`src/tal_map.vh`:
```
`ifndef TAL_MAP_VH
`define TAL_MAP_VH

// register addresses on the internal register port
`define TAL_ADDR_CONFIG     8'h01
`define TAL_ADDR_UPPER      8'h02
`define TAL_ADDR_LOWER      8'h03

// trip registers: sign in bit 12, value in 11:2, the rest reads zero
`define TAL_TRIP_MASK       16'h1ffc
`define TAL_TRIP_RESET      16'h0000
`define TAL_TRIP_SIGN       12
`define TAL_TRIP_MSB        12
`define TAL_TRIP_LSB        2

// configuration field positions
`define TAL_CFG_MODE        0
`define TAL_CFG_POL         1
`define TAL_CFG_CRIT        2
`define TAL_CFG_OEN         3
`define TAL_CFG_STS         4
`define TAL_CFG_REL         5
`define TAL_CFG_WLOCK       6
`define TAL_CFG_CLOCK       7
`define TAL_CFG_SLEEP       8
`define TAL_CFG_HYST_LSB    9
`define TAL_CFG_HYST_MSB    10
`define TAL_CFG_RESET       4'h0

// hysteresis in 0.125 degree steps
`define TAL_HYST_NONE       14'h0000
`define TAL_HYST_1P5        14'h000c
`define TAL_HYST_3P0        14'h0018
`define TAL_HYST_6P0        14'h0030

`endif

```
`src/tal_alarm_top.v`:
```
`timescale 1ns/10ps
`include "tal_map.vh"

module tal_alarm_top (
  // clock and reset
  input  wire        clock,
  input  wire        rst_n,
  // register port from the serial front end
  input  wire [7:0]  reg_addr,
  input  wire [15:0] reg_wdata,
  input  wire        reg_wr,
  input  wire        reg_rd,
  output reg  [15:0] reg_rdata,
  output reg         reg_rvalid,
  // converter samples, signed 0.125 degree steps
  input  wire [11:0] temp_code,
  input  wire        temp_valid,
  // neighbouring configuration and critical trip logic
  input  wire [15:0] critical_trip_value,
  input  wire [1:0]  hysteresis_select,
  input  wire        critical_trip_lock,
  input  wire        window_trip_lock,
  input  wire        sensor_sleep,
  // alert pin
  output wire        alert_o,
  output wire        alert_oe,
  // status
  output wire        alert_status_flag,
  output wire        upper_trip_flag,
  output wire        lower_trip_flag,
  output wire        critical_trip_flag
);

  ////////////////////////////////////////////////////////////////////////
  // helpers

  function [13:0] hyst_steps;
    input [1:0] sel;
    begin
      case (sel)
        2'b00:   hyst_steps = `TAL_HYST_NONE;
        2'b01:   hyst_steps = `TAL_HYST_1P5;
        2'b10:   hyst_steps = `TAL_HYST_3P0;
        2'b11:   hyst_steps = `TAL_HYST_6P0;
        default: hyst_steps = `TAL_HYST_NONE;
      endcase
    end
  endfunction

  // trip register to signed 0.125 degree steps; bit 12 carries the sign
  function [13:0] trip_to_steps;
    input [15:0] trip;
    begin
      trip_to_steps = {trip[`TAL_TRIP_SIGN], trip[`TAL_TRIP_SIGN],
                       trip[`TAL_TRIP_MSB:`TAL_TRIP_LSB], 1'b0};
    end
  endfunction

  ////////////////////////////////////////////////////////////////////////
  // register state

  reg  [15:0] upper_trip_value;
  reg  [15:0] lower_trip_value;
  reg         alert_mode_select;
  reg         alert_polarity;
  reg         critical_only_select;
  reg         alert_output_enable;
  reg         alert_release;

  wire any_lock     = critical_trip_lock | window_trip_lock;
  wire wr_config    = reg_wr && (reg_addr == `TAL_ADDR_CONFIG);
  wire wr_upper     = reg_wr && (reg_addr == `TAL_ADDR_UPPER);
  wire wr_lower     = reg_wr && (reg_addr == `TAL_ADDR_LOWER);

  always @(posedge clock or negedge rst_n) begin
    if (!rst_n) begin
      upper_trip_value <= `TAL_TRIP_RESET;
      lower_trip_value <= `TAL_TRIP_RESET;
    end else begin
      if (wr_upper && !window_trip_lock)
        upper_trip_value <= reg_wdata & `TAL_TRIP_MASK;
      if (wr_lower && !window_trip_lock)
        lower_trip_value <= reg_wdata & `TAL_TRIP_MASK;
    end
  end

  // the status bit in a config write is read-only and dropped here
  always @(posedge clock or negedge rst_n) begin
    if (!rst_n) begin
      alert_mode_select    <= 1'b0;
      alert_polarity       <= 1'b0;
      critical_only_select <= 1'b0;
      alert_output_enable  <= 1'b0;
      alert_release        <= 1'b0;
    end else begin
      // self-clearing: a one-cycle pulse per release write while interrupt mode is already selected, never read back
      alert_release <= wr_config && reg_wdata[`TAL_CFG_REL] &&
                       alert_mode_select;
      if (wr_config && !any_lock) begin
        alert_mode_select   <= reg_wdata[`TAL_CFG_MODE];
        alert_polarity      <= reg_wdata[`TAL_CFG_POL];
        alert_output_enable <= reg_wdata[`TAL_CFG_OEN];
      end
      if (wr_config && !window_trip_lock)
        critical_only_select <= reg_wdata[`TAL_CFG_CRIT];
    end
  end

  ////////////////////////////////////////////////////////////////////////
  // read back, one cycle after the strobe

  wire [15:0] config_view;
  assign config_view = {5'h00,
                        hysteresis_select,
                        sensor_sleep,
                        critical_trip_lock,
                        window_trip_lock,
                        1'b0,
                        alert_status_flag,
                        alert_output_enable,
                        critical_only_select,
                        alert_polarity,
                        alert_mode_select};

  always @(posedge clock or negedge rst_n) begin
    if (!rst_n) begin
      reg_rdata  <= 16'h0000;
      reg_rvalid <= 1'b0;
    end else begin
      reg_rvalid <= reg_rd;
      if (reg_rd) begin
        case (reg_addr)
          `TAL_ADDR_CONFIG: reg_rdata <= config_view;
          `TAL_ADDR_UPPER:  reg_rdata <= upper_trip_value;
          `TAL_ADDR_LOWER:  reg_rdata <= lower_trip_value;
          default:          reg_rdata <= 16'h0000;
        endcase
      end
    end
  end

  ////////////////////////////////////////////////////////////////////////
  // comparison

  wire [13:0] temp_steps = {temp_code[11], temp_code[11], temp_code};
  wire [13:0] hyst_val   = hyst_steps(hysteresis_select);
  // no new samples are taken while asleep
  wire        sample_upd = temp_valid & ~sensor_sleep;
  wire [41:0] thresh_bus;
  wire [2:0]  trip_bus;

  assign thresh_bus = {trip_to_steps(critical_trip_value),
                       trip_to_steps(lower_trip_value),
                       trip_to_steps(upper_trip_value)};

  genvar gi;
  generate
    for (gi = 0; gi < 3; gi = gi + 1) begin : g_cmp
      tal_trip_cmp #(
        .HIGH_SIDE (gi == 1 ? 0 : 1)
      ) u_cmp (
        .clock      (clock),
        .rst_n      (rst_n),
        .temp_val   (temp_steps),
        .thresh_val (thresh_bus[gi*14 +: 14]),
        .hyst_val   (hyst_val),
        .update     (sample_upd),
        .trip_flag  (trip_bus[gi])
      );
    end
  endgenerate

  assign upper_trip_flag    = trip_bus[0];
  assign lower_trip_flag    = trip_bus[1];
  assign critical_trip_flag = trip_bus[2];

  ////////////////////////////////////////////////////////////////////////
  // alert output

  // setting critical-only together with the enable works here in one
  // write, but the host should still split them for portability
  wire alarm_src = critical_only_select ? critical_trip_flag
                                        : (|trip_bus);

  tal_alert_out u_alert (
    .clock         (clock),
    .rst_n         (rst_n),
    .alarm_src     (alarm_src),
    .output_enable (alert_output_enable),
    .polarity      (alert_polarity),
    .mode          (alert_mode_select),
    .release_req   (alert_release),
    .sleep         (sensor_sleep),
    .alert_o       (alert_o),
    .alert_oe      (alert_oe),
    .status        (alert_status_flag)
  );

endmodule

```
`src/tal_alert_out.v`:
```
`timescale 1ns/10ps

// alert pin driver: gating, comparator or interrupt mode, polarity
module tal_alert_out (
  // clock and reset
  input  wire clock,
  input  wire rst_n,
  // control
  input  wire alarm_src,
  input  wire output_enable,
  input  wire polarity,
  input  wire mode,
  input  wire release_req,
  input  wire sleep,
  // pin and status
  output reg  alert_o,
  output reg  alert_oe,
  output reg  status
);

  reg src_prev_reg;
  reg pend_reg;
  reg pend_next;
  reg active_next;
  wire src_rise = alarm_src & ~src_prev_reg;

  always @* begin
    pend_next = pend_reg;
    if (sleep || !mode || !output_enable)
      pend_next = 1'b0;
    else if (src_rise)
      pend_next = 1'b1;
    else if (release_req)
      pend_next = 1'b0;
    if (sleep)
      active_next = 1'b0;
    else if (!output_enable)
      active_next = 1'b0;
    else if (mode)
      active_next = pend_next;
    else
      active_next = alarm_src;
  end

  always @(posedge clock or negedge rst_n) begin
    if (!rst_n) begin
      src_prev_reg <= 1'b0;
      pend_reg     <= 1'b0;
      status       <= 1'b0;
      alert_o      <= 1'b0;
      alert_oe     <= 1'b0;
    end else begin
      src_prev_reg <= alarm_src;
      pend_reg     <= pend_next;
      status       <= active_next;
      // active low is open drain: drive 0 only while asserted
      alert_o      <= polarity ? active_next : 1'b0;
      alert_oe     <= polarity ? ~sleep : (active_next & ~sleep);
    end
  end

endmodule

```
`src/tal_trip_cmp.v`:
```
`timescale 1ns/10ps
`include "tal_map.vh"

// one trip boundary with hysteresis on falling temperature
module tal_trip_cmp #(
  parameter HIGH_SIDE = 1
) (
  // clock and reset
  input  wire        clock,
  input  wire        rst_n,
  // compare values in signed 0.125 degree steps, plus the sample update strobe
  input  wire [13:0] temp_val,
  input  wire [13:0] thresh_val,
  input  wire [13:0] hyst_val,
  input  wire        update,
  // trip flag
  output reg         trip_flag
);

  wire signed [13:0] t_s  = temp_val;
  wire signed [13:0] th_s = thresh_val;
  wire signed [13:0] lo_s = thresh_val - hyst_val;
  reg                trip_next;

  always @* begin
    trip_next = trip_flag;
    if (HIGH_SIDE != 0) begin
      if (t_s > th_s)
        trip_next = 1'b1;
      else if (t_s <= lo_s)
        trip_next = 1'b0;
    end else begin
      if (t_s < lo_s)
        trip_next = 1'b1;
      else if (t_s >= th_s)
        trip_next = 1'b0;
    end
  end

  always @(posedge clock or negedge rst_n) begin
    if (!rst_n)
      trip_flag <= 1'b0;
    else if (update)
      trip_flag <= trip_next;
  end

endmodule
```
`config.mk`:
```
export PLATFORM = sky130hd
export DESIGN_NAME = tal_alarm_top
export DESIGN_NICKNAME = d
export VERILOG_FILES = /design/src/tal_alarm_top.v /design/src/tal_alert_out.v /design/src/tal_trip_cmp.v
export VERILOG_INCLUDE_DIRS = /design/src
export SDC_FILE = /design/constraint.sdc
export NUM_CORES = 1
export LEC_CHECK = 0
export BUFFER_PORTS_ARGS = -buffer_cell sky130_fd_sc_hd__buf_2
export CAP_MARGIN = 15
export CELL_PAD_IN_SITES_DETAIL_PLACEMENT = 1
export CELL_PAD_IN_SITES_GLOBAL_PLACEMENT = 1
export CORE_ASPECT_RATIO = 1.25
export CORE_MARGIN = 2
export CORE_UTILIZATION = 43
export CTS_CLUSTER_DIAMETER = 40
export CTS_CLUSTER_SIZE = 20
export DETAILED_ROUTE_END_ITERATION = 12
export GPL_TIMING_DRIVEN = 0
export PLACE_DENSITY = 0.86
export SLEW_MARGIN = 20
export SYNTH_ARGS = -nofsm -noshare
export SYNTH_HDL_FRONTEND = slang
export SYNTH_SLANG_ARGS = --single-unit
```
`constraint.sdc`:
```
create_clock -name clock -period 3.97 [get_ports clock]
set_input_delay 0.9925 -clock clock [delete_from_list [all_inputs] [get_ports clock]]
set_output_delay 0.9925 -clock clock [all_outputs]
set_load 0.1 [all_outputs]
```
==> impl_metrics.env, run 1 <==
export IMPL_synthFlopType="dfrtp_1"
export IMPL_max_freq_ghz=0.248
export IMPL_cts_clk_slew_worst_paths_ns=0.06
export IMPL_ant_nets=0
export IMPL_setup_viol=2
export IMPL_ys_ff_latch=49
export IMPL_p_leak_uw=0.00264
export IMPL_synthArstFlopShare_pct=100
export IMPL_areaGrowthSynthToFinish_pct=20.9
export IMPL_cts_buffers=5
export IMPL_drive_gt1_share_pct=28.1
export IMPL_final_nets=710
export IMPL_outcome="finished with violations"
export IMPL_ios=85
export IMPL_grt_use_total_pct=24.7
export IMPL_worst_setup_path_type="primary input to register"
export IMPL_synthCells=468
export IMPL_first_iter_violations=117
export IMPL_avgSynthCellArea_sq_um=9.53
export IMPL_slew_viol_final=0
export IMPL_finalClockSkew_ns=0.00519
export IMPL_port_buffers=72
export IMPL_clkSinkCount=49
export IMPL_powerDensity_nw_per_um2=276
export IMPL_arrival_ns=4.23
export IMPL_yosysUniqueCellTypes=61
export IMPL_ys_warnings_count=0
export IMPL_synth_top_cells_by_area="dfrtp_1, ha_1, mux2_2"
export IMPL_coreArea_sq_um=10100
export IMPL_worstPathMaxFanout=4
export IMPL_grt_remaining_overflow=0
export IMPL_synth_top_area_share_pct=27.5
export IMPL_die_area_sq_um=11200
export IMPL_maxSlewHeadroom_pct=45.0
export IMPL_whs_path_depth=1
export IMPL_yosysMostFrequentCell="ha_1"
export IMPL_largestRegisters="reg_rdata x13, lower_trip_value x11, upper_trip_value x11"
export IMPL_rsz0062_at_grt="yes"
export IMPL_worst_slew_pin_slew_ns=0.818
export IMPL_min_period_ns=4.02
export IMPL_place_gp_congestion=0.899
export IMPL_regMostFlops="reg_rdata"
export IMPL_fin_ws_ns=-0.0548
export IMPL_clock_path_buffers=2
export IMPL_via_per_inst=5.77
export IMPL_initial_core_util_pct=44.1
export IMPL_insertion_delay_ns=0.30
export IMPL_syn_cell_area_sq_um=4460
export IMPL_die_y_microns=118
export IMPL_pre_cts_ws_ns=-0.754
export IMPL_synth_top_area_cell="dfrtp_1"
export IMPL_min_delay_path_class="register to register"
export IMPL_cp_start_kind="primary input"
export IMPL_grt_pass1_wl_microns=21500
export IMPL_routed_wl_microns=13700
export IMPL_largest_reg_flops=13
export IMPL_fp_dieW_microns=95.1
export IMPL_grt_max_degree=50
export IMPL_ir_drop_v=0.000406
export IMPL_synth_seq_area_share_pct=27.5
export IMPL_antenna_cells=0
export IMPL_final_hold_violation_count=0
export IMPL_worstRegToRegCells=12
export IMPL_violations="negative setup slack"
export IMPL_routedWlPerCell_microns=19.8
export IMPL_crit_required_ns=4.17
export IMPL_grt_antenna_before_repair=0
export IMPL_cts_root_buf="clkbuf_16"
export IMPL_ctsHtreeMaxLevel=2
export IMPL_critPathCaptureType="register"
export IMPL_vias=3996
export IMPL_rows=41
export IMPL_max_cap_viol_count=0
export IMPL_cts_tree="done"
export IMPL_dp_hpwl_microns=10800
export IMPL_synth_edf_count=0
export IMPL_drc=0
export IMPL_fin_crit_sh_pct=101
export IMPL_power_uw=1490
export IMPL_first_pass_iters=4
export IMPL_ys_top_cells_by_count="ha_1, inv_1, dfrtp_1, mux2_2, a21oi_1"
export IMPL_grt_pass1_vias=4431
[cell families after synthesis]
logic type / after synthesis / share of synthesized area (%)
adder cells (fa/ha/maj): 86 / 24.6
XOR/XNOR: 24 / 4.72
AND/OR/NAND/NOR: 96 / 12.1
multiplexers: 35 / 8.93
flip-flops: 49 / 27.5
AO/OA/AOI/OAI: 105 / 15.5
other: 1 / 0.0841
buffers and inverters: 72 / 6.54
[power breakdown]
| group | switching, uW | internal, uW | total, uW | leakage, uW |
|---|---|---|---|---|
| Clock | 180 | 235 | 414 | 0.0000652 |
| Combinational | 327 | 213 | 540 | 0.00191 |
| Sequential | 21.0 | 514 | 535 | 0.000664 |
| Total | 528 | 961 | 1490 | 0.00264 |
[per-stage QoR]
| step | hold WS [ns] | cells | utilization, % | setup TNS, ns | instance area, sq um |
|---|---|---|---|---|---|
| 2_1_floorplan | 0.484 | 470 | - | 0 | 4470 |
| 3_3_place_gp | 0.513 | 671 | 49.4 | -1.69 | 4990 |
| 3_5_place_dp | 0.514 | 671 | 49.4 | -1.99 | 4990 |
| 4_1_cts | 0.533 | 681 | 51.7 | 0 | 5220 |
| 5_1_grt | 0.549 | 692 | 53.3 | -0.442 | 5390 |
| 6_report | 0.530 | 692 | 53.3 | -0.0893 | 5390 |
[worst max-delay path, stage by stage]
cell	delay, ns
buf_8	0.08
clkinvlp_4	0.12
ha_4	0.34
ha_4	0.21
a21o_1	0.19
a21o_1	0.20
a211oi_4	0.28
buf_4	0.16
xnor2_2	0.05
ha_1	0.32
a22o_1	0.22
o41ai_2	0.37
o211ai_1	0.18
mux2_4	0.33
o211ai_1	0.19
[layout by cell type, fill, tap and decap left out, types with 3 or more instances in the layout]
| cell | synthesis | routed |
|---|---|---|
| a211oi_1 | 7 | 4 |
| a21o_1 | 10 | 10 |
| a21oi_1 | 24 | 23 |
| a22oi_1 | 8 | 8 |
| buf_2 | 2 | 72 |
| buf_4 | 3 | 15 |
| buf_6 | 1 | 3 |
| clkbuf_1 | 5 | 8 |
| clkbuf_16 | 0 | 5 |
| conb_1 | 1 | 3 |
| dfrtp_1 | 49 | 49 |
| ha_1 | 83 | 81 |
| inv_1 | 61 | 60 |
| mux2_2 | 29 | 28 |
| mux2_4 | 2 | 3 |
| mux2i_1 | 3 | 3 |
| nand2_1 | 13 | 12 |
| nand2b_1 | 8 | 8 |
| nand3_1 | 9 | 6 |
| nand3_2 | 0 | 3 |
| nand4_1 | 16 | 16 |
| nor2_1 | 19 | 17 |
| nor2b_1 | 7 | 6 |
| nor3_2 | 0 | 3 |
| nor4_1 | 4 | 3 |
| o211ai_1 | 5 | 5 |
| o21ai_0 | 18 | 13 |
| o21ai_1 | 0 | 4 |
| o22ai_1 | 12 | 12 |
| xnor2_1 | 19 | 17 |
| xor2_1 | 5 | 5 |
[final timing paths]
check,start,end,slack [ns]
min reg2reg,alert_polarity,u_alert.alert_oe,0.53
max in group asynchronous,rst_n,alert_mode_select,2.85
min in group asynchronous,rst_n,reg_rdata[12],0.71
min,alert_polarity,u_alert.alert_oe,0.53
max reg2reg,lower_trip_value[4],g_cmp[1].u_cmp.trip_flag,0.60
max,hysteresis_select[1],g_cmp[1].u_cmp.trip_flag,-0.05
[final cells by class]
cell class / instances / area (sq um)
Inverter: 61 / 233
Multi-Input combinational cell: 349 / 3090
Fill cell: 1164 / 4710
Timing Repair Buffer: 85 / 478
Buffer: 11 / 62.6
Sequential cell: 49 / 1230
Clock buffer: 8 / 136
Tap cell: 129 / 161
[what timing repair did]
item                                    in CTS  in global routing
endpoints found under the setup margin       3                  3
gates resized for setup                     16                 22
buffers inserted                             2                 11
hold buffers                                 0                  0
pin swaps                                    8                 31
[per-layer routing]
metal / up-vias / part of all wire, % / track usage, %
met5: - / 0 / 0
met4: 0 / 3.3 / 9.51
met3: 37 / 4.5 / 2.75
met2: 113 / 55 / 47.0
met1: 1955 / 37 / 27.1
li1: 1891 / - / -
Power figures use the tool's default switching activity.
==> inputs of run 2 (changes only) <==
--- a/config.mk
+++ b/config.mk
@@ -8,16 +8,13 @@
 export LEC_CHECK = 0
 export BUFFER_PORTS_ARGS = -buffer_cell sky130_fd_sc_hd__buf_2
 export CAP_MARGIN = 15
-export CELL_PAD_IN_SITES_DETAIL_PLACEMENT = 1
-export CELL_PAD_IN_SITES_GLOBAL_PLACEMENT = 1
 export CORE_ASPECT_RATIO = 1.25
-export CORE_MARGIN = 2
-export CORE_UTILIZATION = 43
+export CORE_UTILIZATION = 45
 export CTS_CLUSTER_DIAMETER = 40
 export CTS_CLUSTER_SIZE = 20
 export DETAILED_ROUTE_END_ITERATION = 12
 export GPL_TIMING_DRIVEN = 0
-export PLACE_DENSITY = 0.86
+export PLACE_DENSITY = 0.72
 export SLEW_MARGIN = 20
 export SYNTH_ARGS = -nofsm -noshare
 export SYNTH_HDL_FRONTEND = slang
==> run 2 against run 1 <==
Net effect: the flow now finishes without violations; register-to-register slack improved by 0.19 ns; fmax increased by 4.9%; clock-buffer cell count is 1 lower; critical path depth rose by 1; clock skew fell by 0.0013 ns; combinational power decreased by 8.9%; sequential power barely moved; global-route usage fell by 2.0 points; design area decreased by 2.5%; non-clock buffer count down 10; core utilization up 1.4 points; setup slack improved by 0.19 ns.
==> impl_metrics.env, run 2 (same netlist as run 1, synthesis figures left out) <==
export IMPL_final_seq_area_sq_um=1230
export IMPL_p_seq_share_pct=36.4
export IMPL_routed_wl_microns=11100
export IMPL_switchingPower_uw=497
export IMPL_final_nets=700
export IMPL_routedWlPerCell_microns=16.3
export IMPL_die_area_sq_um=10300
export IMPL_finalClockSkew_ns=0.00391
export IMPL_crit_family="compound AO/OA/AOI/OAI gates"
export IMPL_slowest_delay_ns=0.36
export IMPL_worst_setup_path_type="primary input to register"
export IMPL_critPathCaptureType="register"
export IMPL_dp_hpwl_microns=9110
export IMPL_multi_input_area_sq_um=3040
export IMPL_via_per_inst=5.59
export IMPL_rrSetupSlack_ns=0.79
export IMPL_largest_reg_flops=13
export IMPL_nFillCells=882
export IMPL_drive_gt1_share_pct=25.9
export IMPL_grt_antenna_before_repair=0
export IMPL_outcome="finished, final reports clean"
export IMPL_p_int_uw=972
export IMPL_powerDensity_nw_per_um2=279
export IMPL_grt_max_degree=50
export IMPL_initial_core_util_pct=46.4
export IMPL_vias=3796
export IMPL_insertion_delay_ns=0.29
export IMPL_worstRegToRegCells=16
export IMPL_rsz0062_at_grt="yes"
export IMPL_clock_path_buffers=2
export IMPL_rows=40
export IMPL_most_common_layout_cells="ha_1, buf_2, inv_1, dfrtp_1, mux2_2"
export IMPL_crit_path_top_delay_cell="mux2_2"
export IMPL_max_freq_ghz=0.261
export IMPL_regMostFlops="reg_rdata"
export IMPL_largestRegisters="reg_rdata x13, lower_trip_value x11, upper_trip_value x11"
export IMPL_worst_hold_slack_ns=0.529
export IMPL_place_gp_congestion=0.896
export IMPL_postPlaceCellArea_sq_um=4990
export IMPL_grt_pass1_vias=4093
export IMPL_arrival_ns=4.03
export IMPL_switching_share_pct=33.8
export IMPL_grt_remaining_overflow=0
export IMPL_grt_use_total_pct=22.7
export IMPL_drc=0
export IMPL_cts_buffers=5
export IMPL_worstPathMaxFanout=5
export IMPL_combPwrFrac_pct=33.5
export IMPL_cts_hold_fix_buffers=0
export IMPL_cts_tree="done"
export IMPL_stdcell_area_sq_um=5260
export IMPL_critPathBufInv=2
export IMPL_final_hold_violation_count=0
export IMPL_min_period_ns=3.84
export IMPL_die_y_microns=113
export IMPL_first_pass_iters=4
export IMPL_cts_clk_slew_worst_paths_ns=0.06
export IMPL_max_cap_viol_count=0
export IMPL_crit_required_ns=4.16
export IMPL_worstPathCellList="buf_2, inv_4, ha_4, ha_1, a21o_1, a21o_1, a211oi_4, nand3_1, xnor2_1, ha_1, nand3_1, a211oi_2, o41ai_1, o211ai_1, mux2_2, o211ai_1"
export IMPL_ctsHtreeMaxLevel=2
export IMPL_layout_commonest_cell="ha_1"
export IMPL_coreArea_sq_um=9610
export IMPL_power_share_clock_pct=30.1
export IMPL_antenna_cells=0
export IMPL_maxSlewHeadroom_pct=58.3
export IMPL_tns_ns=0
export IMPL_setup_viol=0
export IMPL_cp_start_kind="primary input"
export IMPL_areaGrowthSynthToFinish_pct=18.0
export IMPL_slew_viol_final=0
export IMPL_min_delay_path_class="register to register"
export IMPL_first_iter_violations=120
export IMPL_whs_path_depth=2
export IMPL_grt_pass1_wl_microns=18700
export IMPL_ios=85
export IMPL_fin_crit_sh_pct=96.6
export IMPL_cts_root_buf="clkbuf_16"
export IMPL_ant_nets=0
export IMPL_port_buffers=72
export IMPL_path_depth=16
export IMPL_p_leak_uw=0.00257
export IMPL_ir_drop_v=0.000260
export IMPL_worst_slew_pin_slew_ns=0.623
export IMPL_fp_dieW_microns=91.0
export IMPL_clkSinkCount=49
==> run 2: worst paths after layout <==
check                                startpoint                       end
max in group asynchronous                 rst_n              reg_rdata[4]
max reg2reg                 lower_trip_value[3]  g_cmp[1].u_cmp.trip_flag
min reg2reg                        reg_rdata[9]              reg_rdata[9]
max                        hysteresis_select[1]  g_cmp[1].u_cmp.trip_flag
min in group asynchronous                 rst_n      lower_trip_value[11]
min                                reg_rdata[9]              reg_rdata[9]
==> run 2: power groups by stage <==
stage | combinational (uW) | sequential, uW | clock, uW
6_report | 492 | 535 | 442
5_1_grt | 554 | 536 | 466
4_1_cts | 481 | 534 | 447
3_5_place_dp | 471 | 543 | 0
3_3_place_gp | 452 | 542 | 0
2_1_floorplan | 280 | 589 | 0
==> run 2: area by class of cell <==
cell class | instances | share of cell area, %
plain buffers | 11 | 1.19
repair buffers | 75 | 7.33
well taps | 126 | 3.00
inverters | 61 | 4.40
clock inverters | 1 | 0.0952
clock buffers | 7 | 2.90
flip-flops and latches | 49 | 23.3
multi-input cells | 349 | 57.8
==> run 2: metrics by stage <==
stage          utilization, %  instances  total power, uW  worst slack, ns
6_report                 54.7        679             1470            0.133
5_1_grt                  54.7        679             1560          -0.0226
2_1_floorplan               -        470              869           0.0705
3_5_place_dp             51.9        668             1010           -0.642
3_3_place_gp             51.9        668              994           -0.592
4_1_cts                  54.0        677             1460           0.0163
==> run 2: worst min-delay path, delay by kind of cell (launching register included) <==
kind,cells,cell delay (ns)
flops,1,0.37
compound gates,1,0.06
buf+inv,1,0.05
==> run 2: what timing repair did <==
action	4_1_cts	5_1_grt
pin swaps	1	11
resized for setup	8	14
buffers inserted	1	2
endpoints found under the hold margin	0	0
endpoints found under the setup margin	3	3
==> run 2: per-layer routing <==
metal  GRT usage [%]  up-vias  share of wire (%)
met4            9.10        0                3.0
met5               0        -                  0
met2            42.2       99                 50
met1            26.6     1800                 44
met3            2.28       24                3.1
li1                -     1873                  -
==> inputs of run 3 (changes only) <==
--- a/config.mk
+++ b/config.mk
@@ -14,8 +14,9 @@
 export CTS_CLUSTER_SIZE = 20
 export DETAILED_ROUTE_END_ITERATION = 12
 export GPL_TIMING_DRIVEN = 0
-export PLACE_DENSITY = 0.72
+export PLACE_DENSITY = 0.7
 export SLEW_MARGIN = 20
 export SYNTH_ARGS = -nofsm -noshare
 export SYNTH_HDL_FRONTEND = slang
+export SYNTH_HIERARCHICAL = 1
 export SYNTH_SLANG_ARGS = --single-unit
==> run 3 against run 2 <==
Net effect: the run now ends with negative setup slack left; design area is 45% higher; setup slack worse by 0.23 ns; via count increased by 47%; critical path type unchanged; largest power group is now combinational cells; highest routed layer unchanged.
==> impl_metrics.env, run 3 <==
export IMPL_grt_max_degree=50
export IMPL_rr_endpoint="g_cmp[0].u_cmp/trip_flag"
export IMPL_ys_top_cells_by_count="ha_1, inv_1, dfrtp_1, a21oi_1, mux2_2"
export IMPL_place_gp_congestion=0.844
export IMPL_ctsHtreeMaxLevel=2
export IMPL_clkSinkCount=49
export IMPL_setup_viol=1
export IMPL_reg2reg_from="upper_trip_value[5]"
export IMPL_p_leak_uw=0.00364
export IMPL_nFillCells=1237
export IMPL_ys_ff_latch=49
export IMPL_ios=85
export IMPL_cp_startpoint="hysteresis_select[0]"
export IMPL_rows=47
export IMPL_coreArea_sq_um=13500
export IMPL_cts_buffers=5
export IMPL_die_area_sq_um=14500
export IMPL_fin_crit_sh_pct=102
export IMPL_crit_end="g_cmp[0].u_cmp/trip_flag"
export IMPL_outcome="finished with violations"
export IMPL_areaGrowthSynthToFinish_pct=21.4
export IMPL_synthFlopType="dfrtp_1"
export IMPL_port_buffers=72
export IMPL_synth_seq_area_share_pct=19.5
export IMPL_cp_start_kind="primary input"
export IMPL_ys_warnings_count=6
export IMPL_ant_nets=0
export IMPL_via_per_inst=5.41
export IMPL_drive_gt1_share_pct=23.1
export IMPL_most_common_layout_cells="inv_1, ha_1, buf_2, dfrtp_1, conb_1"
export IMPL_first_pass_iters=4
export IMPL_maxSlewHeadroom_pct=46.9
export IMPL_routedWlPerCell_microns=15.2
export IMPL_cts_root_buf="clkbuf_16"
export IMPL_violations="negative setup slack"
export IMPL_placed_cells=1010
export IMPL_ir_drop_v=0.000293
export IMPL_synth_top_area_share_pct=25.1
export IMPL_grt_antenna_before_repair=0
export IMPL_max_cap_viol_count=0
export IMPL_worst_setup_path_type="primary input to register"
export IMPL_powerDensity_nw_per_um2=228
export IMPL_instances_no_fill=1032
export IMPL_cts_tree="done"
export IMPL_grt_pass1_wl_microns=25900
export IMPL_vias=5582
export IMPL_final_nets=1052
export IMPL_synthCells=726
export IMPL_crit_required_ns=4.13
export IMPL_finalClockSkew_ns=0.00199
export IMPL_die_y_microns=134
export IMPL_synth_top_cells_by_area="ha_1, dfrtp_1, inv_1"
export IMPL_fp_dieW_microns=108
export IMPL_synthArstFlopShare_pct=100
export IMPL_grt_pass1_vias=5536
export IMPL_routed_wl_microns=15700
export IMPL_grt_remaining_overflow=0
export IMPL_multi_input_area_sq_um=5020
export IMPL_drc=0
export IMPL_dp_hpwl_microns=12500
export IMPL_cts_clk_slew_worst_paths_ns=0.06
export IMPL_avgSynthCellArea_sq_um=8.66
export IMPL_tns_ns=-0.0924
export IMPL_antenna_cells=0
export IMPL_syn_cell_area_sq_um=6290
export IMPL_fin_ws_ns=-0.0924
export IMPL_largest_reg_flops=13
export IMPL_critPathCaptureType="register"
export IMPL_arrival_ns=4.23
export IMPL_initial_core_util_pct=46.7
export IMPL_min_period_ns=4.06
export IMPL_yosysMostFrequentCell="ha_1"
export IMPL_final_seq_area_sq_um=1230
export IMPL_synth_edf_count=0
export IMPL_yosysUniqueCellTypes=72
export IMPL_final_hold_violation_count=0
export IMPL_worst_slew_pin_slew_ns=0.794
export IMPL_regMostFlops="reg_rdata"
export IMPL_cts_hold_fix_buffers=0
export IMPL_power_uw=1740
export IMPL_rsz0062_at_grt="yes"
export IMPL_synth_top_area_cell="ha_1"
export IMPL_worstRegToRegCells=14
export IMPL_largestRegisters="reg_rdata x13, lower_trip_value x11, upper_trip_value x11"
export IMPL_insertion_delay_ns=0.28
export IMPL_min_delay_path_class="register to register"
export IMPL_max_freq_ghz=0.246
export IMPL_clock_path_buffers=2
export IMPL_worstPathMaxFanout=4
export IMPL_grt_use_total_pct=22.6
export IMPL_slew_viol_final=0
export IMPL_rrSetupSlack_ns=0.61
export IMPL_first_iter_violations=185
-- run 3: worst max-delay path: stages --
cell,delay (ns)
buf_12,0.12
clkinv_8,0.05
ha_4,0.12
nor2_4,0.04
nor2_4,0.15
inv_2,0.06
ha_4,0.22
and2_4,0.13
a31o_1,0.17
a41o_1,0.25
a221oi_4,0.35
buf_4,0.16
nand2b_1,0.06
xnor2_1,0.12
ha_1,0.29
nand2_1,0.08
or4_1,0.52
nand3_1,0.09
a2bb2oi_1,0.16
nand2_1,0.08
-- run 3: how the worst min path moves through the flow --
stage / start / end / slack, ns / depth (start not counted)
after global placement: reg_rdata[0] / reg_rdata[0] / 0.51 / 2
after detailed placement: reg_rdata[10] / reg_rdata[10] / 0.52 / 2
after global routing: reg_rdata[10] / reg_rdata[10] / 0.55 / 2
final: reg_rdata[0] / reg_rdata[0] / 0.52 / 2
after floorplan: critical_only_select / u_alert/src_prev_reg / 0.48 / 1
after CTS: reg_rdata[0] / reg_rdata[0] / 0.53 / 2
-- run 3: logic make-up (layout without fill, tap and decap cells) --
logic type / count (synthesis) / after routing / share of synthesized area (%)
adders and majority gates: 129 / 129 / 26.0
buffers and inverters: 131 / 225 / 8.10
and+or+nand+nor: 164 / 164 / 15.0
other: 1 / 42 / 0.0596
AOI/OAI and AO/OA: 178 / 178 / 19.4
DFF: 49 / 49 / 19.5
xor gates and xnor gates: 33 / 33 / 4.60
muxes: 41 / 41 / 7.26
-- run 3: power by group --
part	switching [uW]	internal (uW)
clock network	167	247
logic	462	326
registers	26.0	515
-- run 3: layout make-up --
| class | count | area share [%] |
|---|---|---|
| buffer | 13 | 0.869 |
| clock buffer | 7 | 1.87 |
| inverter | 118 | 6.03 |
| multi-input combinational | 587 | 65.8 |
| sequential | 49 | 16.1 |
| tap | 171 | 2.80 |
| timing repair buffer | 87 | 6.61 |
-- run 3: repair_timing --
action / CTS / global route
hold endpoints to repair: 0 / 0
gates cloned: 0 / 0
pin swaps: 15 / 32
endpoints found under the setup margin: 3 / 3
setup buffers: 9 / 6
gates resized for setup: 27 / 34
-- run 3: per-layer routing --
layer	vias up	wire length (microns)	GRT usage (%)
li1	2837	-	-
met1	2603	6960	27.7
met2	109	7790	40.3
met3	33	462	2.38
met4	0	505	8.45
met5	-	0	0
-- run 3: metrics by stage --
stage | instance area (sq um) | hold WS, ns | worst slack [ns] | utilization (%)
2_1_floorplan | 6480 | 0.477 | 0.0111 | -
3_3_place_gp | 7060 | 0.514 | -0.609 | 52.4
3_5_place_dp | 7060 | 0.518 | -0.628 | 52.4
4_1_cts | 7390 | 0.529 | -0.0205 | 54.9
5_1_grt | 7630 | 0.554 | -0.299 | 56.7
6_report | 7630 | 0.523 | -0.0924 | 56.7
